**src/inc/pcst_map.svh**
```systemverilog
// Register offsets, field positions, reset values and sizes of the core register block
`ifndef PCST_MAP_SVH
`define PCST_MAP_SVH
`define PCST_OFF_INDIRECT 8'h00
`define PCST_OFF_TIMER 8'h01
`define PCST_OFF_PCLOW 8'h02
`define PCST_OFF_STATUS 8'h03
`define PCST_OFF_BANKPTR 8'h04
`define PCST_OFF_PSCTRL 8'h05
`define PCST_OFF_PCHIGH 8'h06
`define PCST_PC_W 11
`define PCST_PAGE_W 10
`define PCST_STACK_DEPTH 8
`define PCST_STACK_IDX_W 3
`define PCST_PC_RESET 11'h000
`define PCST_BYTE_RESET 8'h00
`define PCST_EDGE_BIT 4
`define PCST_SRC_BIT 5
`define PCST_PSA_BIT 7
`define PCST_RATIO_W 4
`define PCST_STAT_WAKE_BIT 7
`define PCST_STAT_SEG_BIT 6
`define PCST_BANK_BIT 6
`define PCST_RADDR_W 6
`define PCST_PSC_W 16
`endif

```
**src/inc/pcst_pkg.sv**
```systemverilog
// Types shared by the core register block
package pcst_pkg;
  typedef enum logic [3:0] {
    PCST_OP_NONE,
    PCST_OP_SEQ,
    PCST_OP_PAGE_JUMP,
    PCST_OP_PAGE_CALL,
    PCST_OP_LONG_JUMP,
    PCST_OP_LONG_CALL,
    PCST_OP_PLAIN_RETURN,
    PCST_OP_RETURN_LITERAL,
    PCST_OP_RETURN_INTERRUPT,
    PCST_OP_ADD_PC
  } pcst_op_type;

  typedef struct packed {
    pcst_op_type op;
    logic [10:0] target;
    logic [7:0] acc;
  } pcst_flow_type;

  typedef struct packed {
    logic [7:0] addr;
    logic [7:0] wdata;
    logic wr;
    logic rd;
  } pcst_reg_req_type;

  typedef struct packed {
    logic bank;
    logic [5:0] addr;
    logic wr;
    logic rd;
    logic [7:0] wdata;
  } pcst_mem_req_type;
endpackage

```
**src/rtl/pcst_core_regs.sv**
```systemverilog
// Program counter, return stack, time clock counter and core status registers
`timescale 1ns/1ps
`include "pcst_map.svh"

module pcst_core_regs (
  // Clock and reset
  input wire logic mclk,
  input wire logic srst,
  input wire logic wdt_reset,
  input wire logic wake_event,
  // Register port
  input wire logic [7:0] reg_addr,
  input wire logic [7:0] reg_wdata,
  input wire logic reg_wr,
  input wire logic reg_rd,
  output logic [7:0] reg_rdata,
  // Flow control from decoder
  input wire logic flow_valid,
  input wire pcst_pkg::pcst_flow_type flow,
  output logic flow_busy,
  // Program ROM
  output logic [10:0] rom_addr,
  // Data memory for indirect access
  output pcst_pkg::pcst_mem_req_type mem_req,
  input wire logic [7:0] mem_rdata,
  // Count pin and status outputs
  input wire logic count_pin,
  output logic ctrl_segment_select,
  output logic bank_select,
  output logic timer_overflow
);
  logic [10:0] pc_q, pc_d;
  logic [10:0] stack_q [`PCST_STACK_DEPTH];
  logic [`PCST_STACK_IDX_W-1:0] sp_q, sp_d;
  logic [7:0] tmr_q, tmr_d;
  logic [7:0] psctl_q;
  logic [`PCST_PSC_W-1:0] psc_q, psc_d;
  logic [7:0] bank_q;
  logic wake_q, seg_q;
  logic [2:0] pin_sync_q;
  logic pin_state_q;
  logic long_wait_q;
  logic [7:0] rdata_q;
  logic ind_rd_q;

  // Register decode
  wire wr_ind = reg_wr && reg_addr == `PCST_OFF_INDIRECT;
  wire rd_ind = reg_rd && reg_addr == `PCST_OFF_INDIRECT;
  wire wr_tmr = reg_wr && reg_addr == `PCST_OFF_TIMER;
  wire wr_pcl = reg_wr && reg_addr == `PCST_OFF_PCLOW;
  wire wr_stat = reg_wr && reg_addr == `PCST_OFF_STATUS;
  wire wr_bank = reg_wr && reg_addr == `PCST_OFF_BANKPTR;
  wire wr_psc = reg_wr && reg_addr == `PCST_OFF_PSCTRL;

  // Indirect pointer maps onto data memory
  assign mem_req.bank = bank_q[`PCST_BANK_BIT];
  assign mem_req.addr = bank_q[`PCST_RADDR_W-1:0];
  assign mem_req.wr = wr_ind;
  assign mem_req.rd = rd_ind;
  assign mem_req.wdata = reg_wdata;

  // Count pin: three flops, change accepted when last two agree
  wire pin_agree = pin_sync_q[1] == pin_sync_q[2];
  wire pin_new = pin_agree ? pin_sync_q[2] : pin_state_q;
  wire edge_fall = psctl_q[`PCST_EDGE_BIT];
  wire pin_edge = pin_agree && (pin_sync_q[2] != pin_state_q) &&
                  (edge_fall ? !pin_sync_q[2] : pin_sync_q[2]);
  wire use_pin = psctl_q[`PCST_SRC_BIT];
  wire tick = use_pin ? pin_edge : 1'b1;

  // Prescaler: ratio field selects power of two divide when assigned
  wire [3:0] ratio = psctl_q[`PCST_RATIO_W-1:0];
  wire [`PCST_PSC_W-1:0] psc_inc = psc_q + `PCST_PSC_W'(1);
  wire [`PCST_PSC_W-1:0] psc_mask = (`PCST_PSC_W'(1) << ratio) - `PCST_PSC_W'(1);
  wire psc_en = psctl_q[`PCST_PSA_BIT];
  wire psc_wrap = (psc_q & psc_mask) == psc_mask;
  wire tmr_tick = tick && (!psc_en || psc_wrap);
  wire ratio_change = wr_psc &&
                      reg_wdata[`PCST_RATIO_W-1:0] != psctl_q[`PCST_RATIO_W-1:0];
  wire any_reset = srst || wdt_reset;

  always_comb begin
    psc_d = psc_q;
    if (tick && psc_en) begin
      psc_d = psc_wrap ? '0 : psc_inc;
    end
    if (wr_tmr || ratio_change) begin
      psc_d = '0;
    end
  end

  always_comb begin
    tmr_d = tmr_q;
    if (tmr_tick) begin
      tmr_d = tmr_q + 8'h01;
    end
    if (wr_tmr) begin
      tmr_d = reg_wdata;
    end
  end

  // Program counter and stack
  wire [10:0] pc_next = pc_q + 11'h001;
  wire [`PCST_STACK_IDX_W-1:0] sp_top = sp_q - `PCST_STACK_IDX_W'(1);
  wire is_long = flow.op == pcst_pkg::PCST_OP_LONG_JUMP ||
                 flow.op == pcst_pkg::PCST_OP_LONG_CALL;
  wire do_flow = flow_valid && !flow_busy;
  wire push = do_flow && (flow.op == pcst_pkg::PCST_OP_PAGE_CALL ||
                          flow.op == pcst_pkg::PCST_OP_LONG_CALL);
  wire [10:0] page_target = {pc_q[10], flow.target[`PCST_PAGE_W-1:0]};
  wire [10:0] add_sum = pc_q + {3'b000, flow.acc};
  assign flow_busy = flow_valid && is_long && !long_wait_q;

  always_comb begin
    pc_d = pc_q;
    sp_d = sp_q;
    if (flow_busy) begin
      pc_d = pc_q;
    end else if (flow_valid) begin
      case (flow.op)
        pcst_pkg::PCST_OP_SEQ: pc_d = pc_next;
        pcst_pkg::PCST_OP_PAGE_JUMP: pc_d = page_target;
        pcst_pkg::PCST_OP_PAGE_CALL: begin
          pc_d = page_target;
          sp_d = sp_q + `PCST_STACK_IDX_W'(1);
        end
        pcst_pkg::PCST_OP_LONG_JUMP: pc_d = flow.target;
        pcst_pkg::PCST_OP_LONG_CALL: begin
          pc_d = flow.target;
          sp_d = sp_q + `PCST_STACK_IDX_W'(1);
        end
        pcst_pkg::PCST_OP_PLAIN_RETURN,
        pcst_pkg::PCST_OP_RETURN_LITERAL,
        pcst_pkg::PCST_OP_RETURN_INTERRUPT: begin
          pc_d = stack_q[sp_top];
          sp_d = sp_top;
        end
        pcst_pkg::PCST_OP_ADD_PC: pc_d = add_sum;
        default: pc_d = pc_q;
      endcase
    end
    if (wr_pcl) begin
      pc_d = {pc_q[10:8], reg_wdata};
    end
  end

  assign rom_addr = pc_q;

  // Read mux
  logic [7:0] rd_mux;
  always_comb begin
    case (reg_addr)
      `PCST_OFF_TIMER: rd_mux = tmr_q;
      `PCST_OFF_PCLOW: rd_mux = pc_q[7:0];
      `PCST_OFF_STATUS: rd_mux = {wake_q, seg_q, 6'h00};
      `PCST_OFF_BANKPTR: rd_mux = {1'b0, bank_q[6:0]};
      `PCST_OFF_PSCTRL: rd_mux = psctl_q;
      `PCST_OFF_PCHIGH: rd_mux = {5'h00, pc_q[10:8]};
      default: rd_mux = 8'h00;
    endcase
  end
  assign reg_rdata = ind_rd_q ? mem_rdata : rdata_q;

  assign ctrl_segment_select = seg_q;
  assign bank_select = bank_q[`PCST_BANK_BIT];

  // Stack storage, one entry per slot
  genvar gi;
  generate
    for (gi = 0; gi < `PCST_STACK_DEPTH; gi++) begin : g_stack
      always_ff @(posedge mclk) begin
        if (srst) begin
          stack_q[gi] <= `PCST_PC_RESET;
        end else if (push && sp_q == gi) begin
          stack_q[gi] <= pc_next;
        end
      end
    end
  endgenerate

  always_ff @(posedge mclk) begin
    if (any_reset) begin
      pc_q <= `PCST_PC_RESET;
      sp_q <= '0;
      long_wait_q <= 1'b0;
    end else begin
      pc_q <= pc_d;
      sp_q <= sp_d;
      long_wait_q <= flow_busy;
    end
  end

  always_ff @(posedge mclk) begin
    if (any_reset) begin
      psc_q <= '0;
      tmr_q <= `PCST_BYTE_RESET;
      timer_overflow <= 1'b0;
    end else begin
      psc_q <= psc_d;
      tmr_q <= tmr_d;
      timer_overflow <= tmr_tick && !wr_tmr && tmr_q == 8'hff;
    end
  end

  always_ff @(posedge mclk) begin
    if (srst) begin
      pin_sync_q <= 3'b000;
      pin_state_q <= 1'b0;
    end else begin
      pin_sync_q <= {pin_sync_q[1:0], count_pin};
      pin_state_q <= pin_new;
    end
  end

  always_ff @(posedge mclk) begin
    if (any_reset) begin
      psctl_q <= `PCST_BYTE_RESET;
      bank_q <= `PCST_BYTE_RESET;
      seg_q <= 1'b0;
      wake_q <= wake_event && !srst;
    end else begin
      if (wr_psc) begin
        psctl_q <= reg_wdata;
      end
      if (wr_bank) begin
        bank_q <= {1'b0, reg_wdata[6:0]};
      end
      if (wr_stat) begin
        seg_q <= reg_wdata[`PCST_STAT_SEG_BIT];
      end
      if (wake_event) begin
        wake_q <= 1'b1;
      end
    end
  end

  always_ff @(posedge mclk) begin
    if (srst) begin
      rdata_q <= 8'h00;
      ind_rd_q <= 1'b0;
    end else begin
      rdata_q <= reg_rd ? rd_mux : 8'h00;
      ind_rd_q <= rd_ind;
    end
  end
endmodule

```
**config.mk**
```make
export PLATFORM = sky130hd
export DESIGN_NAME = pcst_core_regs
export DESIGN_NICKNAME = d
export VERILOG_FILES = /design/src/inc/pcst_pkg.sv /design/src/rtl/pcst_core_regs.sv
export VERILOG_INCLUDE_DIRS = /design/src /design/src/inc
export SDC_FILE = /design/constraint.sdc
export NUM_CORES = 1
export LEC_CHECK = 0
export ABC_CLOCK_PERIOD_IN_PS = 2690
export BUFFER_PORTS_ARGS = -buffer_cell sky130_fd_sc_hd__buf_4
export CAP_MARGIN = 20
export CORE_ASPECT_RATIO = 2
export CORE_UTILIZATION = 54
export DETAILED_ROUTE_END_ITERATION = 7
export PLACE_DENSITY = 0.82
export SYNTH_ARGS = -nofsm -noshare
export SYNTH_HDL_FRONTEND = slang
export SYNTH_SLANG_ARGS = --single-unit
```
**constraint.sdc**
```tcl
create_clock -name mclk -period 2.69 [get_ports mclk]
set_clock_uncertainty 0.05 [all_clocks]
set_input_delay 0.538 -clock mclk [delete_from_list [all_inputs] [get_ports mclk]]
set_output_delay 0.538 -clock mclk [all_outputs]
set_load 0.02 [all_outputs]
```
==> impl_metrics.json, run 1 <==
{
  "status": "completed",
  "grt_pass1_vias": 7924,
  "fin_crit_ns": 2.54,
  "portBuffers": 94,
  "cts_buffer_depth": 2,
  "ys.flop_type": "edfxtp_1",
  "min_period_over_period_pct": 94.4,
  "p_per_area_nw_per_um2": 524,
  "stdcell_count": 1222,
  "synth_top_area_cell": "edfxtp_1",
  "power.share.sequential_pct": 47.2,
  "core_sq_um": 15800,
  "ctsRootBufferMaster": "clkbuf_16",
  "hold_viol_final": 0,
  "avgSynthCellArea_sq_um": 9.95,
  "synth_edf_count": 89,
  "finalPower_mw": 5.54,
  "drtIter0Drc": 577,
  "tightest_slew_ns": 0.943,
  "ioPinCount": 95,
  "yosysWarnings": 0,
  "grt_max_degree": 29,
  "report.final.slew_viol_count": 0,
  "ant_nets": 0,
  "comb_power_share_pct": 9.4,
  "ys_types": 80,
  "grt_pass1_wl_mm": 41.5,
  "dpl.hpwl_mm": 19.9,
  "path_max_fanout": 12,
  "p_switching_mw": 1.49,
  "drt_first_pass_iters": 7,
  "cts-buffers-inserted": 17,
  "antenna_found_initial": 0,
  "critPathLaunchType": "flip-flop",
  "synthCells": 880,
  "cts_tree": "done",
  "hold_path_class": "input pin to flip-flop",
  "max_freq_ghz": 0.394,
  "worstSetupEndpointType": "flip-flop",
  "grt_overflow": 0,
  "place_congestion": 0.994,
  "max_cap_viol_count": 0,
  "setup_violations": 0,
  "viasPerCell": 6.40,
  "diodes": 0,
  "drive_gt1_share_pct": 25.5,
  "pwr-share-clk_pct": 43.4,
  "power.leakage_nw": 3.95,
  "ir_worst_vdd_mv": 0.632,
  "timing.hold.ws_ns": 0.270,
  "yosysSeqAreaShare_pct": 46.1,
  "wl_mm": 27.2,
  "syn2layout_area_growth_pct": 20.9,
  "htreeDepth": 4,
  "path_clk_slew_ns": 0.07,
  "synth_top_area_share_pct": 30.5,
  "die_h_microns": 182,
  "synthArstFlopShare_pct": 0,
  "drc": 0,
  "layout.nets": 1083,
  "relSlewSlack_pct": 36.7,
  "worstSkewPairLatency_ns": 0.43,
  "yosys_register_bits": 157,
  "n_fill_cell": 1236,
  "dieArea_sq_um": 16800,
  "wl_per_cell_microns": 22.2,
  "syn_area_sq_um": 8750,
  "rows": 65,
  "p_int_mw": 4.06,
  "gr-usage-all-layers_pct": 33.3,
  "crit_type": "flip-flop to flip-flop",
  "num_vias": 7823,
  "cts_hold_buf": 0,
  "cts.sinks": 157,
  "die_x_microns": 92.0,
  "start_util_pct": 55.5,
  "syn-num-nets": 955,
  "p_sw_share_pct": 26.8,
  "cp_data_required_time_ns": 2.95,
  "synth_area_leaders": "edfxtp_1 31%, dfxtp_1 16%, nor2_1 6.2%",
  "arrival_ns": 2.80,
  "dpl.cell_count": 1185
}
## cells by family after synthesis
group           after synthesis  share of synthesized area (%)
simple gates                366                           20.3
compound gates              172                           13.2
flops                       157                           46.1
buf+inv                      78                           4.44
mux                          48                           8.86
xor+xnor                     38                           4.02
fa+ha+maj                    21                           3.06
## state kept, by name, indices dropped and copies added, names as in the netlist, 7 cells and up
name and flops:
stack_q 88, psc_q 15, rom_addr 11, psctl_q 8, rdata_q 8, tmr_q 8, bank_q 7
## cells in the final DEF, fill, tap and decap left out, types with 5 or more instances in the layout
master and instances:
mux2_2 8, a21oi_1 57, mux2i_1 16, inv_1 16, nor3_1 13, a22oi_1 16
xnor2_1 20, nand2b_1 7, nand2_1 76, buf_4 169, a31oi_1 10, o211ai_1 11
and2_1 6, o21ai_0 17, nor2_1 143, inv_8 5, edfxtp_1 89, a211oi_1 5
nand3b_1 6, o22ai_1 7, o21bai_1 8, and3_1 16, dfxtp_1 68, ha_1 17
a21o_1 6, xor2_1 17, nand3_1 49, nand4b_1 6, nor4_1 5, nor2b_1 7
mux4_2 22, clkbuf_16 17
## synthesized netlist by cell type (all sizes together) (7+ instances only)
library cell  number
nor2             145
edfxtp            89
nand2             78
dfxtp             68
a21oi             60
nand3             49
clkbuf            32
buf               29
mux4              22
o21ai             21
xnor2             20
ha                19
xor2              18
inv               17
a22oi             16
and3              16
mux2i             16
nor3              14
o211ai            11
a31oi             10
mux2              10
o21bai             9
nor4               8
nand2b             7
nor2b              7
o22ai              7
## layer usage
metal / track usage, % / vias to the layer above / routed length [microns]
met5: 0 / - / 0
met4: 27.6 / 0 / 2420
met3: 4.00 / 153 / 1660
met2: 61.6 / 430 / 14800
met1: 32.0 / 3778 / 8310
li1: - / 3462 / -
## per-stage QoR
step	cell area, sq um	setup TNS, ns	worst slack, ns	utilization, %
after floorplan	8770	0	0.00577	-
after global placement	9930	-0.253	-0.0687	63.0
after detailed placement	9930	-0.457	-0.0655	63.0
after CTS	10500	0	0.0819	66.8
after global routing	10600	-0.00653	-0.00414	67.1
final	10600	0	0.151	67.1
## final cells by class
class                      count  area [sq um]  share of cell area (%)
clock buffer                  17           425                    4.02
clock inverter                15           165                    1.56
inverter                      17          63.8                   0.603
multi-input combinational    645          4350                    41.1
sequential                   157          4030                    38.1
tap                          201           251                    2.38
timing repair buffer         170          1290                    12.2
## critical path, cell delays in order, from the launching register on
cell     delay [ns]
dfxtp_1        0.38
nor2_1         0.07
nand2_1        0.07
ha_2           0.30
or4b_1         0.50
o22ai_1        0.20
a21oi_2        0.05
nand4_2        0.14
o41ai_4        0.09
buf_4          0.17
a21o_1         0.16
a32o_1         0.24
## power by group through the flow
| stage | combinational (mW) | clock, mW | sequential, mW |
|---|---|---|---|
| after floorplan | 0.275 | 0 | 2.66 |
| after global placement | 0.499 | 0 | 2.66 |
| after detailed placement | 0.506 | 0 | 2.66 |
| after CTS | 0.510 | 2.42 | 2.61 |
| after global routing | 0.552 | 2.52 | 2.62 |
| final | 0.521 | 2.41 | 2.61 |
## repair_timing
item / CTS / global route
setup buffers: 0 / 5
setup endpoints to repair: 11 / 19
pin swaps: 0 / 2
gates resized for setup: 2 / 2
## final timing paths
| kind | cells past startpoint | slack (ns) | from | endpoint |
|---|---|---|---|---|
| min | 2 | 0.27 | count_pin | pin_sync_q[0] |
| max reg2reg | 11 | 0.15 | psctl_q[1] | tmr_q[5] |
| max | 11 | 0.15 | psctl_q[1] | tmr_q[5] |
| min reg2reg | 1 | 0.41 | pin_sync_q[0] | pin_sync_q[1] |
Power figures use the tool's default switching activity.
==> run 2: changes to the inputs <==
GPL_TIMING_DRIVEN = 0   (was default)
==> run 2 against run 1 <==
Net effect:
- non-clock buffer count up 15
- global-route usage grew 1.2 points
- clock-buffer cell count is 1 higher
- sequential share of layout area fell by 0.42 points
- routed wire length grew 4.0%
- cell area is 1.6% higher
- worst hold slack better by 0.0090 ns
- critical path type unchanged
- largest power group unchanged
- highest routed layer unchanged
==> impl_metrics.json, run 2 (synthesized netlist as in run 1, its figures left out) <==
{
  "hold_viol_final": 0,
  "p_switching_mw": 1.35,
  "report.final.slew_viol_count": 0,
  "layout.nets": 1098,
  "slowest_stage": "dfxtp_2",
  "portBuffers": 92,
  "drt_first_pass_iters": 6,
  "grt_pass1_wl_mm": 42.7,
  "dpl.hpwl_mm": 20.7,
  "htreeDepth": 4,
  "die_x_microns": 92.0,
  "crit_chain": "buf_8 -> nand3b_1 -> ha_2 -> buf_6 -> nor4b_4 -> nor4_2 -> nand4_2 -> buf_6 -> o41ai_4 -> buf_6 -> nand3_2 -> a32o_1",
  "layout_common_cells": "141 x nor2_1, 131 x buf_4, 89 x edfxtp_1, 75 x nand2_1, 61 x dfxtp_1",
  "num_vias": 7786,
  "crit_buf_inv": 4,
  "power.leakage_nw": 3.94,
  "cts_buffer_depth": 2,
  "relSlewSlack_pct": 24.9,
  "regMostFlops": "stack_q",
  "n_fill_cell": 1235,
  "ant_nets": 0,
  "setup_violations": 0,
  "crit_family": "simple AND/OR/NAND/NOR gates",
  "p_sw_share_pct": 24.9,
  "slowest_delay_ns": 0.35,
  "grt_max_degree": 17,
  "rsz0062_at_grt": "true",
  "busiest_layer": "met2",
  "cts_tree": "done",
  "diodes": 0,
  "start_util_pct": 55.5,
  "core_sq_um": 15800,
  "ir_worst_vdd_mv": 0.586,
  "critPathLaunchType": "flip-flop",
  "cts_hold_buf": 0,
  "path_clk_slew_ns": 0.06,
  "drive_gt1_share_pct": 25.5,
  "met2_usage_pct": 64.7,
  "gr-usage-all-layers_pct": 34.4,
  "die_h_microns": 182,
  "max_freq_ghz": 0.377,
  "p_per_area_nw_per_um2": 504,
  "drc": 0,
  "dieArea_sq_um": 16800,
  "worstSkewPairLatency_ns": 0.43,
  "pwr-share-clk_pct": 41.9,
  "worst_slack_ns": 0.0396,
  "use_met3_pct": 6.63,
  "crit_type": "flip-flop to flip-flop",
  "viasPerCell": 6.29,
  "wl_mm": 28.2,
  "hold_path_class": "input pin to flip-flop",
  "cp_data_required_time_ns": 2.96,
  "cts.sinks": 157,
  "rows": 65,
  "max_cap_viol_count": 0,
  "layout.cells.most_common": "nor2_1",
  "path_max_fanout": 5,
  "cts-buffers-inserted": 17,
  "arrival_ns": 2.92,
  "grt_pass1_vias": 7949,
  "p_int_mw": 4.07,
  "ioPinCount": 95,
  "status": "completed",
  "crit_top_cell": "buf_6",
  "drtIter0Drc": 569,
  "dpl_worst_slack_ns": -0.661,
  "tightest_slew_ns": 1.13,
  "place_congestion": 0.972,
  "fin_crit_ns": 2.65,
  "comb_power_share_pct": 9.8,
  "grt_overflow": 0,
  "grtUsageMet1_pct": 30.6,
  "stdcell_count": 1237,
  "dpl.cell_count": 1179,
  "largest_reg_flops": 88,
  "ctsRootBufferMaster": "clkbuf_16",
  "min_period_over_period_pct": 98.5,
  "wl_per_cell_microns": 22.8,
  "power.share.sequential_pct": 48.3,
  "syn2layout_area_growth_pct": 22.8,
  "antenna_found_initial": 0,
  "worstSetupEndpointType": "flip-flop"
}
## run 2: cell type report
cell class / count / area [sq um] / area share, %
sequential: 157 / 4050 / 37.7
clock buffer: 18 / 429 / 3.99
timing repair buffer: 127 / 996 / 9.27
tap: 201 / 251 / 2.34
inverter: 17 / 67.6 / 0.629
clock inverter: 14 / 119 / 1.11
multi-input combinational: 645 / 4480 / 41.7
buffer: 58 / 354 / 3.29
## run 2: final timing paths
| check | depth (start not counted) | to | from | slack, ns |
|---|---|---|---|---|
| min reg2reg | 1 | pin_sync_q[1] | pin_sync_q[0] | 0.41 |
| min | 2 | pin_sync_q[0] | count_pin | 0.28 |
| max reg2reg | 12 | tmr_q[5] | psctl_q[1] | 0.04 |
| max | 12 | tmr_q[5] | psctl_q[1] | 0.04 |
## run 2: layer usage
metal,up-vias,part of all wire (%)
li1,3499,-
met1,3715,31
met2,413,55
met3,159,5.8
met4,0,8.8
met5,-,0
## run 2: through the flow
step	TNS (ns)	utilization, %	power, mW	cell area [sq um]	hold WS (ns)
2_1_floorplan	0	-	2.94	8770	0.364
3_3_place_gp	-35.74	61.5	3.14	9710	0.393
3_5_place_dp	-13.36	61.9	3.16	9760	0.403
4_1_cts	-0.112	67.4	5.41	10600	0.267
5_1_grt	-0.399	68.1	5.56	10700	0.283
6_report	0	68.1	5.42	10700	0.279
## run 2: power groups by stage
stage | logic, mW | registers [mW] | clock network [mW]
floorplan | 0.275 | 2.66 | 0
global placement | 0.477 | 2.67 | 0
detailed placement | 0.493 | 2.67 | 0
CTS | 0.517 | 2.62 | 2.27
global route | 0.560 | 2.62 | 2.38
finish | 0.530 | 2.62 | 2.27
## run 2: repair_timing
action                                  CTS  global route
cloned                                    1             0
endpoints found under the setup margin   36            33
pin swaps                                11            14
hold endpoints to repair                  0             0
setup buffers                            20             8
resized for setup                        42            25
